<file path="config.mk">
export PLATFORM = sky130hd
export DESIGN_NAME = bcs_charger
export DESIGN_NICKNAME = d
export VERILOG_FILES = /design/src/design/bcs_sync3.v /design/src/design/bcs_charger.v
export VERILOG_INCLUDE_DIRS = /design/src /design/src/design
export SDC_FILE = /design/constraint.sdc
export NUM_CORES = 1
export LEC_CHECK = 0
export BUFFER_PORTS_ARGS = -buffer_cell sky130_fd_sc_hd__buf_2
export CORE_AREA = 2 2 180 111
export DETAILED_ROUTE_END_ITERATION = 16
export DIE_AREA = 0 0 182 113
export GPL_ROUTABILITY_DRIVEN = 1
export PLACE_DENSITY = 0.65
export SETUP_SLACK_MARGIN = 0.5
export SYNTH_ARGS = -nofsm -noshare
export SYNTH_HDL_FRONTEND = slang
export SYNTH_HIERARCHICAL = 1
export SYNTH_SLANG_ARGS = --single-unit
</file>
<file path="constraint.sdc">
create_clock -name clk_i -period 11.47 [get_ports clk_i]
set_input_delay 1.7205 -clock clk_i [delete_from_list [all_inputs] [get_ports clk_i]]
set_output_delay 1.7205 -clock clk_i [all_outputs]
set_load 0.03 [all_outputs]
</file>
<file path="src/design/bcs_defs.vh">
// constants for the battery charger sequencer: register offsets, fields, resets, timing
// assumes the register port of the charger top uses 8-bit addresses and data
`ifndef BCS_DEFS_VH
`define BCS_DEFS_VH
// register offsets
`define BCS_ADDR_SUB_INT_MASK1 8'h05
`define BCS_ADDR_CHG_CTRL0 8'h10
`define BCS_ADDR_CHG_CTRL1 8'h11
`define BCS_ADDR_CHG_CTRL2 8'h12
`define BCS_ADDR_CHG_CTRL4 8'h14
`define BCS_ADDR_CHG_CTRL7 8'h17
`define BCS_ADDR_CHG_STATUS 8'h18
`define BCS_ADDR_LDO_AON 8'h19
`define BCS_ADDR_LDO_SYS 8'h1A
`define BCS_ADDR_SW_RESET 8'h1B
`define BCS_ADDR_RESET_MON 8'h71
// field positions
`define BCS_DEAD_MASK_BIT 6
`define BCS_DEAD_TMR_HI 7
`define BCS_DEAD_TMR_LO 6
`define BCS_TOPOFF_TMR_HI 1
`define BCS_TOPOFF_TMR_LO 0
`define BCS_LOCK_HI 4
`define BCS_LOCK_LO 0
`define BCS_CHG_EN_BIT 7
`define BCS_SYS_RANGE_BIT 7
// values
`define BCS_LOCK_KEY 5'h15
`define BCS_RST_MASK1 8'hFF
`define BCS_RST_CTRL0 8'h80
`define BCS_RST_CTRL1 8'h0A
`define BCS_RST_CTRL2 8'h28
`define BCS_RST_CTRL4 8'h00
`define BCS_RST_CTRL7 8'h03
`define BCS_RST_LDO_AON 8'h04
`define BCS_RST_LDO_SYS 8'h0C
`define BCS_AON_CODE_MAX 4'h8
`define BCS_SYS_CODE_MAX 5'h18
`define BCS_THERM_CODE_MAX 3'h6
`define BCS_MIN_CURRENT 6'h00
// timing: dead timer 5 s base doubling per code step, top-off 10 s per step, clock 100 ns
`define BCS_CLK_NS 100
`define BCS_DEAD_STEP_S 5
`define BCS_TOPOFF_STEP_S 10
`define BCS_DET_SETTLE_CYC 32'h0000000A
`endif

</file>
<file path="src/design/bcs_sync3.v">
// three-flop synchroniser with agreement filter for comparator levels
// assumes a single clock; the output changes only when stages two and three agree
`timescale 1ns/1ns
`default_nettype none
module bcs_sync3 #(
    parameter W = 1
) (
    input wire clk_i,
    input wire sys_rst_i,
    input wire [W-1:0] async_i,
    output reg [W-1:0] sync_o
);
reg [W-1:0] s1_q;
reg [W-1:0] s2_q;
reg [W-1:0] s3_q;
genvar g;
// per-bit capture chain and agreement filter
generate
    for (g = 0; g < W; g = g + 1) begin : g_bit
        always @(posedge clk_i) begin
            if (sys_rst_i) begin
                s1_q[g] <= 1'b0;
                s2_q[g] <= 1'b0;
                s3_q[g] <= 1'b0;
                sync_o[g] <= 1'b0;
            end else begin
                s1_q[g] <= async_i[g];
                s2_q[g] <= s1_q[g];
                s3_q[g] <= s2_q[g];
                if (s2_q[g] == s3_q[g]) begin
                    sync_o[g] <= s3_q[g];
                end
            end
        end
    end
endgenerate
endmodule // bcs_sync3
`default_nettype wire

</file>
<file path="src/design/bcs_charger.v">
// battery charger sequencer: detection, dead/pre/fast charge, top-off, regulator settings
// assumes analog comparators on pins, a register port driven by the serial slave, one clock
// Function
// - always-on regulator code spans 1.7 V to 1.9 V, 25 mV per code.
// - soft reset keeps always-on regulator on, settings return to defaults.
// - watchdog reset keeps always-on regulator on, takes mode 0 settings.
// - ship mode or long-press reset turns it off, then back on at default.
// - system regulator code covers 1.5-2.1 V and 2.7-3.3 V, 25 mV steps.
// - below low-battery threshold, precondition with programmed pre-charge current.
// - at low-battery threshold, fast charge with programmed constant current.
// - thermal threshold 85 to 115 C in 5 C steps sets regulation flag.
// - thermal regulation in constant current doubles timer, halves current except 5 mA.
// - thermal regulation in constant voltage uses reduced voltage target.
// - locked charger registers accept writes only while lock field holds 10101.
// - initial stage sources dead current; above 1.9 V goes straight to pre-charge, or to fast charge at low-battery threshold.
// - below 1.9 V dead timer runs 5 to 40 s; expiry means shorted battery.
// - masked dead-timer interrupt: charger continues to next stage after expiry.
// - unmasked dead-timer interrupt: raise interrupt and disable charger.
// - detection sinks 5 mA; staying above 1.9 V means battery present.
// - otherwise sources 5 mA; below 3.4 V means battery present.
// - above 3.4 V while sourcing means battery absent, charger stays off.
// - dead current and pre-charge current come from separate 6-bit fields.
// - pre-charge starts only after detection and below low-battery threshold.
// - pre-charge advances to fast charge once low threshold reached.
// - below top-off current enter top-off; top-off timer expiry enters done.
`timescale 1ns/1ns
`default_nettype none
`include "bcs_defs.vh"
module bcs_charger #(
    parameter DEAD_STEP_CYC = `BCS_DEAD_STEP_S * (1000000000 / `BCS_CLK_NS),
    parameter TOPOFF_STEP_CYC = `BCS_TOPOFF_STEP_S * (1000000000 / `BCS_CLK_NS)
) (
    input wire clk_i,
    input wire sys_rst_i,
    input wire reg_wr_i,
    input wire [7:0] reg_addr_i,
    input wire [7:0] reg_wdata_i,
    output reg [7:0] reg_rdata_o,
    input wire soft_reset_bit_i,
    input wire watchdog_reset_i,
    input wire ship_or_hw_reset_i,
    input wire [3:0] aon_mode0_code_i,
    input wire cmp_above_det_lower_i,
    input wire cmp_above_det_upper_i,
    input wire cmp_above_vbat_low_i,
    input wire cmp_at_vbat_reg_i,
    input wire cmp_below_topoff_i,
    input wire [2:0] cmp_die_temp_code_i,
    output reg always_on_regulator_en_o,
    output reg [3:0] always_on_regulator_code_o,
    output reg [4:0] system_regulator_code_o,
    output reg system_regulator_high_range_o,
    output reg det_sink_en_o,
    output reg det_source_en_o,
    output reg charge_en_o,
    output reg [5:0] charge_current_o,
    output reg reduced_vreg_o,
    output reg safety_timer_double_o,
    output reg battery_present_o,
    output reg battery_short_o,
    output reg dead_timeout_irq_o
);
// states
localparam S_DET_SINK = 9'h001;
localparam S_DET_SRC = 9'h002;
localparam S_DEAD = 9'h004;
localparam S_PRE = 9'h008;
localparam S_CC = 9'h010;
localparam S_CV = 9'h020;
localparam S_TOPOFF = 9'h040;
localparam S_DONE = 9'h080;
localparam S_OFF = 9'h100;
localparam [31:0] DEAD_STEP = DEAD_STEP_CYC;
localparam [31:0] TOPOFF_STEP = TOPOFF_STEP_CYC;

reg [7:0] mask1_q;
reg [7:0] ctrl0_q;
reg [7:0] ctrl1_q; // precharge_current in [5:0]
reg [7:0] ctrl2_q; // fast_charge_current in [5:0]
reg [7:0] ctrl3_q; // dead_current_setting in [5:0]
reg [7:0] ctrl4_q;
reg [7:0] ctrl7_q;
reg [7:0] ldo_aon_q;
reg [7:0] ldo_sys_q;
reg [7:0] rst_mon_q;
reg [8:0] state_q;
reg [31:0] tmr_q;
reg thermal_q;
reg aon_cycle_q;
reg [5:0] cur_sel;
wire unlocked;
wire [4:0] cmp_sync;
wire [2:0] temp_sync;
wire [31:0] dead_limit;
wire [31:0] topoff_limit;
wire seq_clear;
wire dead_irq_now;

////////////////////////////////////////////////////////////////////////////////
// comparator synchronisers
bcs_sync3 #(.W(5)) u_sync_cmp (
    .clk_i(clk_i),
    .sys_rst_i(sys_rst_i),
    .async_i({cmp_above_det_lower_i, cmp_above_det_upper_i, cmp_above_vbat_low_i,
              cmp_at_vbat_reg_i, cmp_below_topoff_i}),
    .sync_o(cmp_sync)
);
bcs_sync3 #(.W(3)) u_sync_temp (
    .clk_i(clk_i),
    .sys_rst_i(sys_rst_i),
    .async_i(cmp_die_temp_code_i),
    .sync_o(temp_sync)
);

////////////////////////////////////////////////////////////////////////////////
// register file
assign unlocked = (ctrl0_q[`BCS_LOCK_HI:`BCS_LOCK_LO] == `BCS_LOCK_KEY);
// dead timer code 0..3 selects 5,10,20,40 s; top-off code selects 10..40 s
assign dead_limit = DEAD_STEP << ctrl4_q[`BCS_DEAD_TMR_HI:`BCS_DEAD_TMR_LO];
assign topoff_limit = TOPOFF_STEP * ({30'h0, ctrl4_q[`BCS_TOPOFF_TMR_HI:`BCS_TOPOFF_TMR_LO]}
    + 32'h1);
// charger stops in the very cycle that the sequencer is cleared or trips the dead interrupt
assign seq_clear = soft_reset_bit_i || !ctrl0_q[`BCS_CHG_EN_BIT];
assign dead_irq_now = (state_q == S_DEAD) && !cmp_sync[4] && (tmr_q >= dead_limit - 32'h1)
    && !mask1_q[`BCS_DEAD_MASK_BIT];

// register writes, soft and regulator resets
always @(posedge clk_i) begin
    if (sys_rst_i || soft_reset_bit_i) begin
        mask1_q <= `BCS_RST_MASK1;
        ctrl0_q <= `BCS_RST_CTRL0;
        ctrl1_q <= `BCS_RST_CTRL1;
        ctrl2_q <= `BCS_RST_CTRL2;
        ctrl3_q <= `BCS_RST_CTRL1;
        ctrl4_q <= `BCS_RST_CTRL4;
        ctrl7_q <= `BCS_RST_CTRL7;
        ldo_aon_q <= `BCS_RST_LDO_AON;
        ldo_sys_q <= `BCS_RST_LDO_SYS;
    end else if (ship_or_hw_reset_i) begin
        ldo_aon_q <= `BCS_RST_LDO_AON;
    end else if (watchdog_reset_i) begin
        ldo_aon_q <= {4'h0, aon_mode0_code_i};
    end else if (reg_wr_i) begin
        if (reg_addr_i == `BCS_ADDR_SUB_INT_MASK1) begin
            mask1_q <= reg_wdata_i;
        end else if (reg_addr_i == `BCS_ADDR_CHG_CTRL0) begin
            ctrl0_q <= reg_wdata_i; // lock field itself is always writable
        end else if (reg_addr_i == `BCS_ADDR_CHG_CTRL1 && unlocked) begin
            ctrl1_q <= reg_wdata_i;
        end else if (reg_addr_i == `BCS_ADDR_CHG_CTRL2 && unlocked) begin
            ctrl2_q <= reg_wdata_i;
        end else if (reg_addr_i == `BCS_ADDR_CHG_STATUS && unlocked) begin
            ctrl3_q <= reg_wdata_i;
        end else if (reg_addr_i == `BCS_ADDR_CHG_CTRL4 && unlocked) begin
            ctrl4_q <= reg_wdata_i;
        end else if (reg_addr_i == `BCS_ADDR_CHG_CTRL7 && unlocked) begin
            ctrl7_q <= reg_wdata_i;
        end else if (reg_addr_i == `BCS_ADDR_LDO_AON) begin
            if (reg_wdata_i[3:0] <= `BCS_AON_CODE_MAX) begin
                ldo_aon_q <= reg_wdata_i;
            end
        end else if (reg_addr_i == `BCS_ADDR_LDO_SYS) begin
            if (reg_wdata_i[4:0] <= `BCS_SYS_CODE_MAX) begin
                ldo_sys_q <= reg_wdata_i;
            end
        end
    end
end

// reset source monitor: sticky record, cleared by software reset
always @(posedge clk_i) begin
    if (sys_rst_i || soft_reset_bit_i) begin
        rst_mon_q <= 8'h00;
    end else begin
        rst_mon_q <= rst_mon_q | {6'h0, ship_or_hw_reset_i, watchdog_reset_i};
    end
end

// read mux
always @(posedge clk_i) begin
    if (sys_rst_i) begin
        reg_rdata_o <= 8'h00;
    end else if (reg_addr_i == `BCS_ADDR_SUB_INT_MASK1) begin
        reg_rdata_o <= mask1_q;
    end else if (reg_addr_i == `BCS_ADDR_CHG_CTRL0) begin
        reg_rdata_o <= ctrl0_q;
    end else if (reg_addr_i == `BCS_ADDR_CHG_CTRL1) begin
        reg_rdata_o <= ctrl1_q;
    end else if (reg_addr_i == `BCS_ADDR_CHG_CTRL2) begin
        reg_rdata_o <= ctrl2_q;
    end else if (reg_addr_i == `BCS_ADDR_CHG_STATUS) begin
        reg_rdata_o <= {thermal_q, state_q[6:0]};
    end else if (reg_addr_i == `BCS_ADDR_CHG_CTRL4) begin
        reg_rdata_o <= ctrl4_q;
    end else if (reg_addr_i == `BCS_ADDR_CHG_CTRL7) begin
        reg_rdata_o <= ctrl7_q;
    end else if (reg_addr_i == `BCS_ADDR_LDO_AON) begin
        reg_rdata_o <= ldo_aon_q;
    end else if (reg_addr_i == `BCS_ADDR_LDO_SYS) begin
        reg_rdata_o <= ldo_sys_q;
    end else if (reg_addr_i == `BCS_ADDR_SW_RESET) begin
        reg_rdata_o <= ctrl3_q;
    end else if (reg_addr_i == `BCS_ADDR_RESET_MON) begin
        reg_rdata_o <= rst_mon_q;
    end else begin
        reg_rdata_o <= 8'h00;
    end
end

////////////////////////////////////////////////////////////////////////////////
// charger sequencer
always @(posedge clk_i) begin
    if (sys_rst_i || soft_reset_bit_i || !ctrl0_q[`BCS_CHG_EN_BIT]) begin
        state_q <= S_DET_SINK;
        tmr_q <= 32'h0;
        battery_present_o <= 1'b0;
        battery_short_o <= 1'b0;
        dead_timeout_irq_o <= 1'b0;
    end else begin
        case (state_q)
            S_DET_SINK: begin
                tmr_q <= tmr_q + 32'h1; // sink current and synchroniser settle
                if (tmr_q >= `BCS_DET_SETTLE_CYC - 32'h1) begin
                    tmr_q <= 32'h0;
                    if (cmp_sync[4]) begin
                        battery_present_o <= 1'b1;
                        state_q <= S_DEAD;
                    end else begin
                        state_q <= S_DET_SRC;
                    end
                end
            end
            S_DET_SRC: begin
                tmr_q <= tmr_q + 32'h1; // source current and synchroniser settle
                if (tmr_q >= `BCS_DET_SETTLE_CYC - 32'h1) begin
                    tmr_q <= 32'h0;
                    if (!cmp_sync[3]) begin
                        battery_present_o <= 1'b1;
                        state_q <= S_DEAD;
                    end else begin
                        state_q <= S_OFF;
                    end
                end
            end
            S_DEAD: begin
                if (cmp_sync[4]) begin
                    tmr_q <= 32'h0;
                    state_q <= cmp_sync[2] ? S_CC : S_PRE;
                end else if (tmr_q >= dead_limit - 32'h1) begin
                    tmr_q <= 32'h0;
                    battery_short_o <= 1'b1;
                    if (mask1_q[`BCS_DEAD_MASK_BIT]) begin
                        state_q <= S_PRE;
                    end else begin
                        dead_timeout_irq_o <= 1'b1;
                        state_q <= S_OFF;
                    end
                end else begin
                    tmr_q <= tmr_q + 32'h1;
                end
            end
            S_PRE: begin
                if (cmp_sync[2]) begin
                    state_q <= S_CC;
                end
            end
            S_CC: begin
                if (cmp_sync[1]) begin
                    state_q <= S_CV;
                end
            end
            S_CV: begin
                if (cmp_sync[0]) begin
                    tmr_q <= 32'h0;
                    state_q <= S_TOPOFF;
                end
            end
            S_TOPOFF: begin
                if (tmr_q >= topoff_limit - 32'h1) begin
                    state_q <= S_DONE;
                end else begin
                    tmr_q <= tmr_q + 32'h1;
                end
            end
            S_DONE: begin
                state_q <= S_DONE;
            end
            default: begin
                state_q <= S_OFF;
            end
        endcase
    end
end

// thermal regulation flag from die temperature code vs limit select
always @(posedge clk_i) begin
    if (sys_rst_i) begin
        thermal_q <= 1'b0;
    end else begin
        thermal_q <= (temp_sync >= ctrl7_q[2:0]);
    end
end

// current select per stage
always @* begin
    cur_sel = 6'h00;
    if (state_q == S_DEAD) begin
        cur_sel = ctrl3_q[5:0];
    end else if (state_q == S_PRE) begin
        cur_sel = ctrl1_q[5:0];
    end else if (state_q == S_CC || state_q == S_CV || state_q == S_TOPOFF) begin
        cur_sel = ctrl2_q[5:0];
    end
end

// analog drive outputs
always @(posedge clk_i) begin
    if (sys_rst_i) begin
        det_sink_en_o <= 1'b0;
        det_source_en_o <= 1'b0;
        charge_en_o <= 1'b0;
        charge_current_o <= 6'h00;
        reduced_vreg_o <= 1'b0;
        safety_timer_double_o <= 1'b0;
    end else begin
        det_sink_en_o <= (state_q == S_DET_SINK);
        det_source_en_o <= (state_q == S_DET_SRC);
        charge_en_o <= |(state_q & (S_DEAD | S_PRE | S_CC | S_CV | S_TOPOFF)) && !seq_clear
            && !dead_irq_now;
        if (thermal_q && state_q == S_CC && cur_sel != `BCS_MIN_CURRENT) begin
            charge_current_o <= {1'b0, cur_sel[5:1]};
        end else begin
            charge_current_o <= cur_sel;
        end
        safety_timer_double_o <= thermal_q && state_q == S_CC;
        reduced_vreg_o <= thermal_q && state_q == S_CV;
    end
end

////////////////////////////////////////////////////////////////////////////////
// regulator outputs: always-on stays on except off while ship/long press is high and one cycle after
always @(posedge clk_i) begin
    if (sys_rst_i) begin
        aon_cycle_q <= 1'b0;
        always_on_regulator_en_o <= 1'b1;
        always_on_regulator_code_o <= 4'h4;
        system_regulator_code_o <= 5'h0C;
        system_regulator_high_range_o <= 1'b0;
    end else begin
        aon_cycle_q <= ship_or_hw_reset_i;
        always_on_regulator_en_o <= !(ship_or_hw_reset_i || aon_cycle_q);
        always_on_regulator_code_o <= ldo_aon_q[3:0];
        system_regulator_code_o <= ldo_sys_q[4:0];
        system_regulator_high_range_o <= ldo_sys_q[`BCS_SYS_RANGE_BIT];
    end
end

endmodule // bcs_charger
`default_nettype wire

</file>
==> impl_summary.md, run 1 <==
Timing
The upper clock frequency limit is 0.197 GHz. The worst setup slack after layout is 6380 ps. The max-slew headroom at the worst pin is 0.285. Setup repair after global routing left no endpoint under its margin. Final hold analysis gives a worst-case slack of 434 ps. The total count of hold-check failures in the final report is 0. The final worst-path cycle share is 0.444. On the final layout, the worst clock skew is 11.4 ps. The transition at the pin with the smallest max-transition slack is 1070 ps. In the final timing run, aggregate negative setup slack is 0 ps. After layout, the minimum clock period comes to 5090 ps.

The setup violation total in the final timing report is 0. The max-slew violation count is 0.

Placed design
Port buffering added 66 buffers. Summing all placed instances gives a cell area of 9830 µm². The routability congestion estimate is 0.942. The worst slack after detailed placement is 6430 ps. The HPWL reported at the end of detailed placement is 19100 µm.

Clock network
The number of gates resized after CTS is 0. The clock tree synthesis step divided the H-tree into 4 levels. The clock-pin slew of the registers on the worst-case setup and hold paths is 80 ps.

No sink is reached through more buffers than the 2 on the longest clock path. The number of buffers inserted by post-CTS setup repair is 0. The number of clock buffers inserted by TritonCTS is 17. The root cell of the clock tree is sky130_fd_sc_hd__clkbuf_16. The number of buffers added to fix hold violations after cts is 0.

The clock network latency to the later pin of the worst-skew pair is 450 ps. Counting every sink on the clock net gives 182. The clock tree from TritonCTS is built.

Floorplan
For this configuration, the core starts out at a cell density of 0.496. The core region is 18800 µm². The floorplan has 39 rows. 67 I/O pins were placed. The vertical extent of the die is 113 µm. The floorplan step defined a die boundary enclosing 20600 µm².

The die width is 182 µm.

Yosys
For this run, the register share of the synthesized area comes to 0.390. The instance count of the mapped netlist is 1069. Counting flops and latches in the post-synthesis netlist gives 182. Of all flip-flops after synthesis, the portion carrying an async set or reset was 0.

The netlist uses 74 different library cells. The synthesized netlist occupies a cell area of 9340 µm². The number of synthesized flops with an enable pin is 0.

The per-instance average area after synthesis is 8.74 µm². For this run, the leading register cell type out of synthesis is sky130_fd_sc_hd__dfxtp_1. Yosys printed 6 warnings.

Final layout
The growth of design area from synthesis to finish is 11.8%. The library cell used most frequently in the layout, excluding fill and tap cells, is sky130_fd_sc_hd__dfxtp_1. Of the cells placed in the final design, the portion with a size suffix greater than 1 is 0.145. The final net count is 1212.

The cell area after layout is 10400 µm². For this run, the share of the core covered by cells in the final layout is 0.554. The antenna diode count is 0. The library cells used most frequently in the layout, excluding fill and tap cells, are sky130_fd_sc_hd__dfxtp_1 (182), sky130_fd_sc_hd__nor2_1 (129), sky130_fd_sc_hd__nand2_1 (109). The filler cells instantiated in the layout total 1734.

Global route
The number of global-route vias before repair is 7530. The total track usage is 0.266. The initial antenna violation count is 0.

For this run the aggregate overflow at the end of global routing stands at 0. Entering global routing, the biggest net connects 60 pins. The first global-routing pass estimated 42200 µm of wire.

Critical path
The worst setup path is of the register to register kind. The required time at the worst-slack endpoint is 11830 ps. In this run the worst path has a maximum fanout of 18.

The element type at the critical path end is a register. The kind of start point of the critical path is a register. The data arrival at the endpoint of the critical path is 5450 ps.

Routing
Across all layers, the routed design uses 8135 vias. The via density per instance is 5.92. The count of nets left with antenna violations once routing finished came out at 0. The number of remaining DRC errors is 0. The routed wire length is 26600 µm. Dividing the detail-routed wire length by the instance count gives 19.4 µm. The number of detailed-route iterations in the first pass is 6. After the first detailed-routing iteration, the DRC count stood at 1181.

Worst hold path
The type of the worst min-delay path is register to register.

Power
For this design the ratio of total power to cell area is 125 nW/µm². The leakage power summed over all cells is 4.49 nW. VDD sags by at most 0.0963 mV.

Job
The tool flagged a number of max-cap violations equal to 0.

Outcome
The flow ran to the end, and the final reports show no timing, DRC or antenna violations.
-- report_power, final --
group	leakage (nW)	switching, mW	internal (mW)
Sequential	1.47	0.00247	0.637
Clock	0.299	0.283	0.331
Combinational	2.71	0.0351	0.0151
Total	4.49	0.321	0.983
-- worst max-delay path, stage by stage, from the launching register on --
cell and delay [ps]:
sky130_fd_sc_hd__dfxtp_1 630, sky130_fd_sc_hd__inv_1 290, sky130_fd_sc_hd__ha_1 580, sky130_fd_sc_hd__xnor2_1 140, sky130_fd_sc_hd__ha_1 300, sky130_fd_sc_hd__nand2_1 50, sky130_fd_sc_hd__a21oi_1 190, sky130_fd_sc_hd__nor4_1 70
sky130_fd_sc_hd__a211oi_1 290, sky130_fd_sc_hd__ha_1 290, sky130_fd_sc_hd__nand2_1 110, sky130_fd_sc_hd__a21oi_1 80, sky130_fd_sc_hd__a2111oi_4 300, sky130_fd_sc_hd__nand3_2 160, sky130_fd_sc_hd__o21ai_2 210, sky130_fd_sc_hd__a21oi_1 110
sky130_fd_sc_hd__or3_1 670, sky130_fd_sc_hd__or2_1 370, sky130_fd_sc_hd__o31ai_1 190
-- worst paths after layout --
| kind | startpoint | end | slack [ps] | depth (start not counted) |
|---|---|---|---|---|
| hold reg to reg | aon_cycle_q | always_on_regulator_en_o | 430 | 1 |
| setup / recovery | ctrl4_q[0] | tmr_q[28] | 6380 | 18 |
| setup reg to reg | ctrl4_q[0] | tmr_q[28] | 6380 | 18 |
| hold / removal | aon_cycle_q | always_on_regulator_en_o | 430 | 1 |
-- registers in the layout, summed over array words and instances, names as in the netlist, 4 cells and up --
register,flops
state_q,9
system_regulator_code_o,5
ctrl2_q,8
ctrl4_q,8
reg_rdata_o,8
mask1_q,8
tmr_q,32
u_sync_cmp/sync_o,5
ctrl0_q,8
u_sync_cmp/s2_q,5
ldo_aon_q,8
u_sync_cmp/s1_q,5
charge_current_o,6
ctrl3_q,8
u_sync_cmp/s3_q,5
always_on_regulator_code_o,4
ldo_sys_q,8
ctrl7_q,8
ctrl1_q,8
-- through the flow --
stage | total power, mW | instances
after detailed placement | 0.703 | 1341
after global placement | 0.702 | 1341
final | 1.30 | 1373
after global routing | 1.35 | 1373
after CTS | 1.31 | 1373
after floorplan | 0.686 | 1074
-- cells in the mapped netlist, drive strengths merged, types with 16 or more instances --
| cell type | count | area, µm² |
|---|---|---|
| nand2 | 109 | 409 |
| ha | 64 | 801 |
| nand3 | 70 | 355 |
| clkbuf | 41 | 154 |
| nor2b | 34 | 283 |
| nand4 | 20 | 125 |
| nor2 | 129 | 484 |
| and3 | 18 | 118 |
| mux2i | 74 | 741 |
| inv | 25 | 93.8 |
| nor4 | 16 | 113 |
| nor3 | 17 | 85.1 |
| a21oi | 54 | 300 |
| o21ai | 34 | 174 |
| dfxtp | 182 | 3640 |
-- cells by family (layout without fill, tap and decap cells) --
logic type,after synthesis,in the layout,share of synthesized area
other,2,7,0.000804
AOI/OAI and AO/OA,163,163,0.120
adders and majority gates,64,64,0.0857
buffers and inverters,78,131,0.0351
xor gates and xnor gates,17,17,0.0159
and+or+nand+nor,485,485,0.268
DFF,182,182,0.390
muxes,78,78,0.0841
-- final cells by class --
cell class | count | area (µm²) | area share
Sequential cell | 182 | 3640 | 0.349
Timing Repair Buffer | 74 | 390 | 0.0374
Clock inverter | 15 | 186 | 0.0179
Multi-Input combinational cell | 814 | 5390 | 0.517
Tap cell | 246 | 308 | 0.0295
Clock buffer | 17 | 425 | 0.0407
Inverter | 25 | 93.8 | 0.00899
-- layer usage --
layer  routed length (µm)  track usage
met1                13700        0.433
met2                 9620        0.324
met4                  332       0.0720
met3                 2980       0.0776
met5                    0            0
No activity file was read; power rests on OpenSTA's default activity.
==> inputs of run 2 (changes only) <==
--- a/config.mk
+++ b/config.mk
@@ -6,12 +6,13 @@
 export SDC_FILE = /design/constraint.sdc
 export NUM_CORES = 1
 export LEC_CHECK = 0
+export ABC_AREA = 1
 export BUFFER_PORTS_ARGS = -buffer_cell sky130_fd_sc_hd__buf_2
-export CORE_AREA = 2 2 180 111
+export CORE_AREA = 2 2 190 117
 export DETAILED_ROUTE_END_ITERATION = 16
-export DIE_AREA = 0 0 182 113
+export DIE_AREA = 0 0 192 119
 export GPL_ROUTABILITY_DRIVEN = 1
-export PLACE_DENSITY = 0.65
+export PLACE_DENSITY = 0.64
 export SETUP_SLACK_MARGIN = 0.5
 export SYNTH_ARGS = -nofsm -noshare
 export SYNTH_HDL_FRONTEND = slang
==> constraint.sdc (replaced) <==
create_clock -name clk_i -period 4.9 [get_ports clk_i]
set_input_delay 0.735 -clock clk_i [delete_from_list [all_inputs] [get_ports clk_i]]
set_output_delay 0.735 -clock clk_i [all_outputs]
set_load 0.03 [all_outputs]
==> impl_summary.md, run 2 <==
Outcome
The flow ran to the end, and the final reports show no timing, DRC or antenna violations.

Timing
Setup repair after global routing left no endpoint under its margin. The post-layout minimum cycle time is 3840 ps (-1250 ps). The max-slew headroom at the worst pin is 0.207 (-0.0787). The final worst-path cycle share is 0.783 (+0.339).

The upper clock frequency limit is 0.261 GHz (+33%). The worst setup slack after layout is 1060 ps (-5320 ps). The max-slew violation count is 0 (unchanged). The setup violation total in the final timing report was 0 (unchanged).

The clock tree skew after final layout is 15.0 ps (+3.62 ps). The total count of hold-check failures in the final report came to 0 (unchanged). The transition at the pin with the smallest max-transition slack is 1180 ps (+109 ps). The summed negative setup slack over all endpoints was 0 ps (unchanged).

Yosys
The instance count of the mapped netlist is 1523 (+42%). The biggest area contributor in the post-synthesis netlist is sky130_fd_sc_hd__dfxtp_1. The proportion of register bits with asynchronous set or reset after synthesis is 0 (unchanged).

In the synthesized netlist, the cells that appear most often are sky130_fd_sc_hd__nand2_1 (333), sky130_fd_sc_hd__nor2_1 (249), sky130_fd_sc_hd__inv_1 (201). The count of yosys warnings during synthesis is 6 (unchanged). The most frequent cell after synthesis is sky130_fd_sc_hd__nand2_1. The number of distinct library cells after synthesis is 52 (-30%). The post-synthesis cell area is 10400 µm² (+11%). The number of storage elements in the synthesis netlist is 182 (unchanged). By area the synthesized netlist is led by sky130_fd_sc_hd__dfxtp_1 (35%), sky130_fd_sc_hd__nand2_1 (12%), sky130_fd_sc_hd__nor2_1 (9.0%), sky130_fd_sc_hd__ha_1 (7.7%), sky130_fd_sc_hd__inv_1 (7.3%). The per-instance average area after synthesis came to 6.83 µm² (-22%). The sequential share of the synthesized area is 0.350 (-0.0398). The most used flip-flop cell after synthesis is sky130_fd_sc_hd__dfxtp_1. The number of synthesized flops with an enable pin came to 0 (unchanged).

The proportion of netlist area held by the largest area contributor was 0.350 (-0.0398).

Floorplan
The boundary pin count is 67 (unchanged). The floorplan core area is 21400 µm² (+14%). The die footprint is 22800 µm² (+11%). The site row count is 42 (+7.7%).

The die width is 192 µm (+5.5%). The starting density of the core is 0.485 (-0.0108). The vertical extent of the die is 119 µm (+5.3%).

Final layout
Leaving out fill and tap cells, the most frequent cells in the layout are sky130_fd_sc_hd__nand2_1 (333), sky130_fd_sc_hd__nor2_1 (247), sky130_fd_sc_hd__inv_1 (201). The antenna diode count came to 0 (unchanged). From synthesis to final layout, the design area changed by 10.5%. The leading cell type in the layout, fill and taps excluded is sky130_fd_sc_hd__nand2_1. Ranked by flip-flop count, first place goes to tmr_q.

The largest registers in the layout are tmr_q x32, state_q x9. The number of flip-flops in the largest register came to 32 (unchanged). The number of inserted filler cells in the final layout was 2195 (+27%). The fraction of final layout cells with drive strength greater than 1 is 0.106 (-0.0384).

The final cell count without fillers is 1877 (+37%). The final net count came to 1676 (+38%).

Power
The leakage power summed over all cells is 5.23 nW (+17%). The worst-case vdd ir drop is 0.360 mV (+270%). The overall power of the completed layout is 5.27 mW (+300%).

The power density of the placed cells is 458 nW/µm² (+270%).

Critical path
The data arrival at the endpoint of the critical path came to 4180 ps (-1270 ps). STA classifies the critical path startpoint as a register. The depth of the worst register-to-register path is 20 (+2). In this run the critical register-to-register path is captured at tmr_q[0].

The required time at the worst-slack endpoint was 5240 ps (-6590 ps). The flop-to-flop setup slack is 1060 ps (-5320 ps). STA classifies the critical path endpoint as a register.

Tracing the worst setup path back leads to its startpoint at ctrl4_q[0]. The setup path with the least slack is of type register to register. The maximum fanout encountered on the critical timing path is 14 (-4).

The last element of the critical path is tmr_q[0]. The worst reg2reg path startpoint is ctrl4_q[0].

Clock network
The number of clock buffers inserted by TritonCTS is 17 (unchanged). The root cell of the clock tree is sky130_fd_sc_hd__clkbuf_16. The clock network latency to the later pin of the worst-skew pair is 450 ps (about the same). The clock-pin slew of the registers on the worst-case setup and hold paths came to 70 ps (about the same). The deepest clock path buffer count was 2 (unchanged). The clock tree from TritonCTS is built. The number of H-tree levels is 4 (unchanged).

The number of buffers added to fix hold violations after cts is 0 (unchanged). The clock sink count was 182 (unchanged).

Placed design
The worst slack after detailed placement is 652 ps (-5780 ps). The routability congestion estimate was 0.969 (+3.0%). The post-placement cell count is 1845 (+38%).

The number of buffers inserted by port buffering is 66 (unchanged). The HPWL reported at the end of detailed placement is 23900 µm (+25%).

Job
The number of max-cap violations was 0 (unchanged).

Routing
The number of nets with antenna violations after detailed routing is 0 (unchanged). The routed wire length is 31000 µm (+17%). The initial detailed-routing violation count is 1266 (+7.2%). The number of detailed-route iterations in the first pass is 5 (-1). The total vias in the final route was 9985 (+23%).

The via density per instance is 5.32 (-10%). The number of remaining DRC errors is 0 (unchanged). The wire length per cell is 16.5 µm (-15%).

Global route
The global-route met3 utilization was 0.0769 (-0.000644). The number of global-route vias before repair is 8650 (+15%). The total track usage was 0.278 (+0.0119). The wire length of the first global-routing pass came to 48600 µm (+15%). The most congested layer reported by global routing is met1. The total overflow reported by the global router came to 0 (unchanged). The global routing met1 resource utilization is 0.469 (+0.0356). The initial antenna violation count is 0 (unchanged). The met2 layer usage reported by global route came to 0.335 (+0.0109).

The largest net degree at the start of global routing is 51 (-15%).

Worst hold path
The type of the worst min-delay path is register to register.
-- run 2: per-stage QoR --
stage               hold WS, ps   util  instance area [µm²]
finish                      405  0.536                11500
global route                408  0.536                11500
CTS                         406  0.536                11500
detailed placement          396  0.509                10900
global placement            390  0.509                10900
floorplan                   388      -                10400
-- run 2: where the power goes --
group	total (mW)	switching, mW	internal, mW
registers	1.84	0.221	1.62
clock network	1.35	0.670	0.684
logic	2.08	1.45	0.623
-- run 2: final cells by class --
class	count	area (µm²)	area share
multi-input cells	1089	5730	0.499
flip-flops and latches	182	3640	0.317
inverters	218	823	0.0716
clock buffers	18	439	0.0382
repair buffers	70	360	0.0314
well taps	286	358	0.0311
clock inverters	14	133	0.0115
-- run 2: what timing repair did --
action,CTS,global route
resized for setup,0,2
setup buffers,0,0
setup endpoints to repair,0,32
-- run 2: worst min path at each step --
stage | slack [ps] | endpoint | start | depth (start not counted)
finish | 400 | u_sync_cmp/s2_q[0] | u_sync_cmp/s1_q[0] | 2
global route | 410 | u_sync_cmp/s2_q[0] | u_sync_cmp/s1_q[0] | 2
CTS | 410 | u_sync_cmp/s2_q[0] | u_sync_cmp/s1_q[0] | 2
detailed placement | 400 | u_sync_cmp/s2_q[0] | u_sync_cmp/s1_q[0] | 2
global placement | 390 | u_sync_cmp/s2_q[0] | u_sync_cmp/s1_q[0] | 2
floorplan | 390 | u_sync_cmp/s2_q[0] | u_sync_cmp/s1_q[0] | 2
-- run 2: cell families after synthesis --
logic type,share of synthesized area
buffers and inverters,0.101
and+or+nand+nor,0.322
DFF,0.350
other,0.000722
adders and majority gates,0.0770
xor gates and xnor gates,0.0227
AOI/OAI and AO/OA,0.127
-- run 2: worst max-delay path, cell delays in order, from the launching register on --
cell and delay [ps]:
sky130_fd_sc_hd__dfxtp_2 490, sky130_fd_sc_hd__inv_1 200, sky130_fd_sc_hd__ha_1 460, sky130_fd_sc_hd__xnor2_1 210, sky130_fd_sc_hd__ha_1 210, sky130_fd_sc_hd__a21oi_1 140, sky130_fd_sc_hd__inv_1 80, sky130_fd_sc_hd__a41oi_1 230
sky130_fd_sc_hd__xor2_1 170, sky130_fd_sc_hd__inv_1 60, sky130_fd_sc_hd__ha_1 260, sky130_fd_sc_hd__nand2_1 70, sky130_fd_sc_hd__inv_1 40, sky130_fd_sc_hd__nand3_1 70, sky130_fd_sc_hd__nand3_1 80, sky130_fd_sc_hd__nand2_1 80
sky130_fd_sc_hd__nand3_1 110, sky130_fd_sc_hd__a21oi_2 550, sky130_fd_sc_hd__nand2_1 110, sky130_fd_sc_hd__nand2_1 80, sky130_fd_sc_hd__nor2_1 40
-- run 2: layer usage --
layer	up-vias	routed length [µm]
met4	0	181
met5	-	0
met2	426	10900
met3	12	4060
met1	4554	15900
li1	4993	-
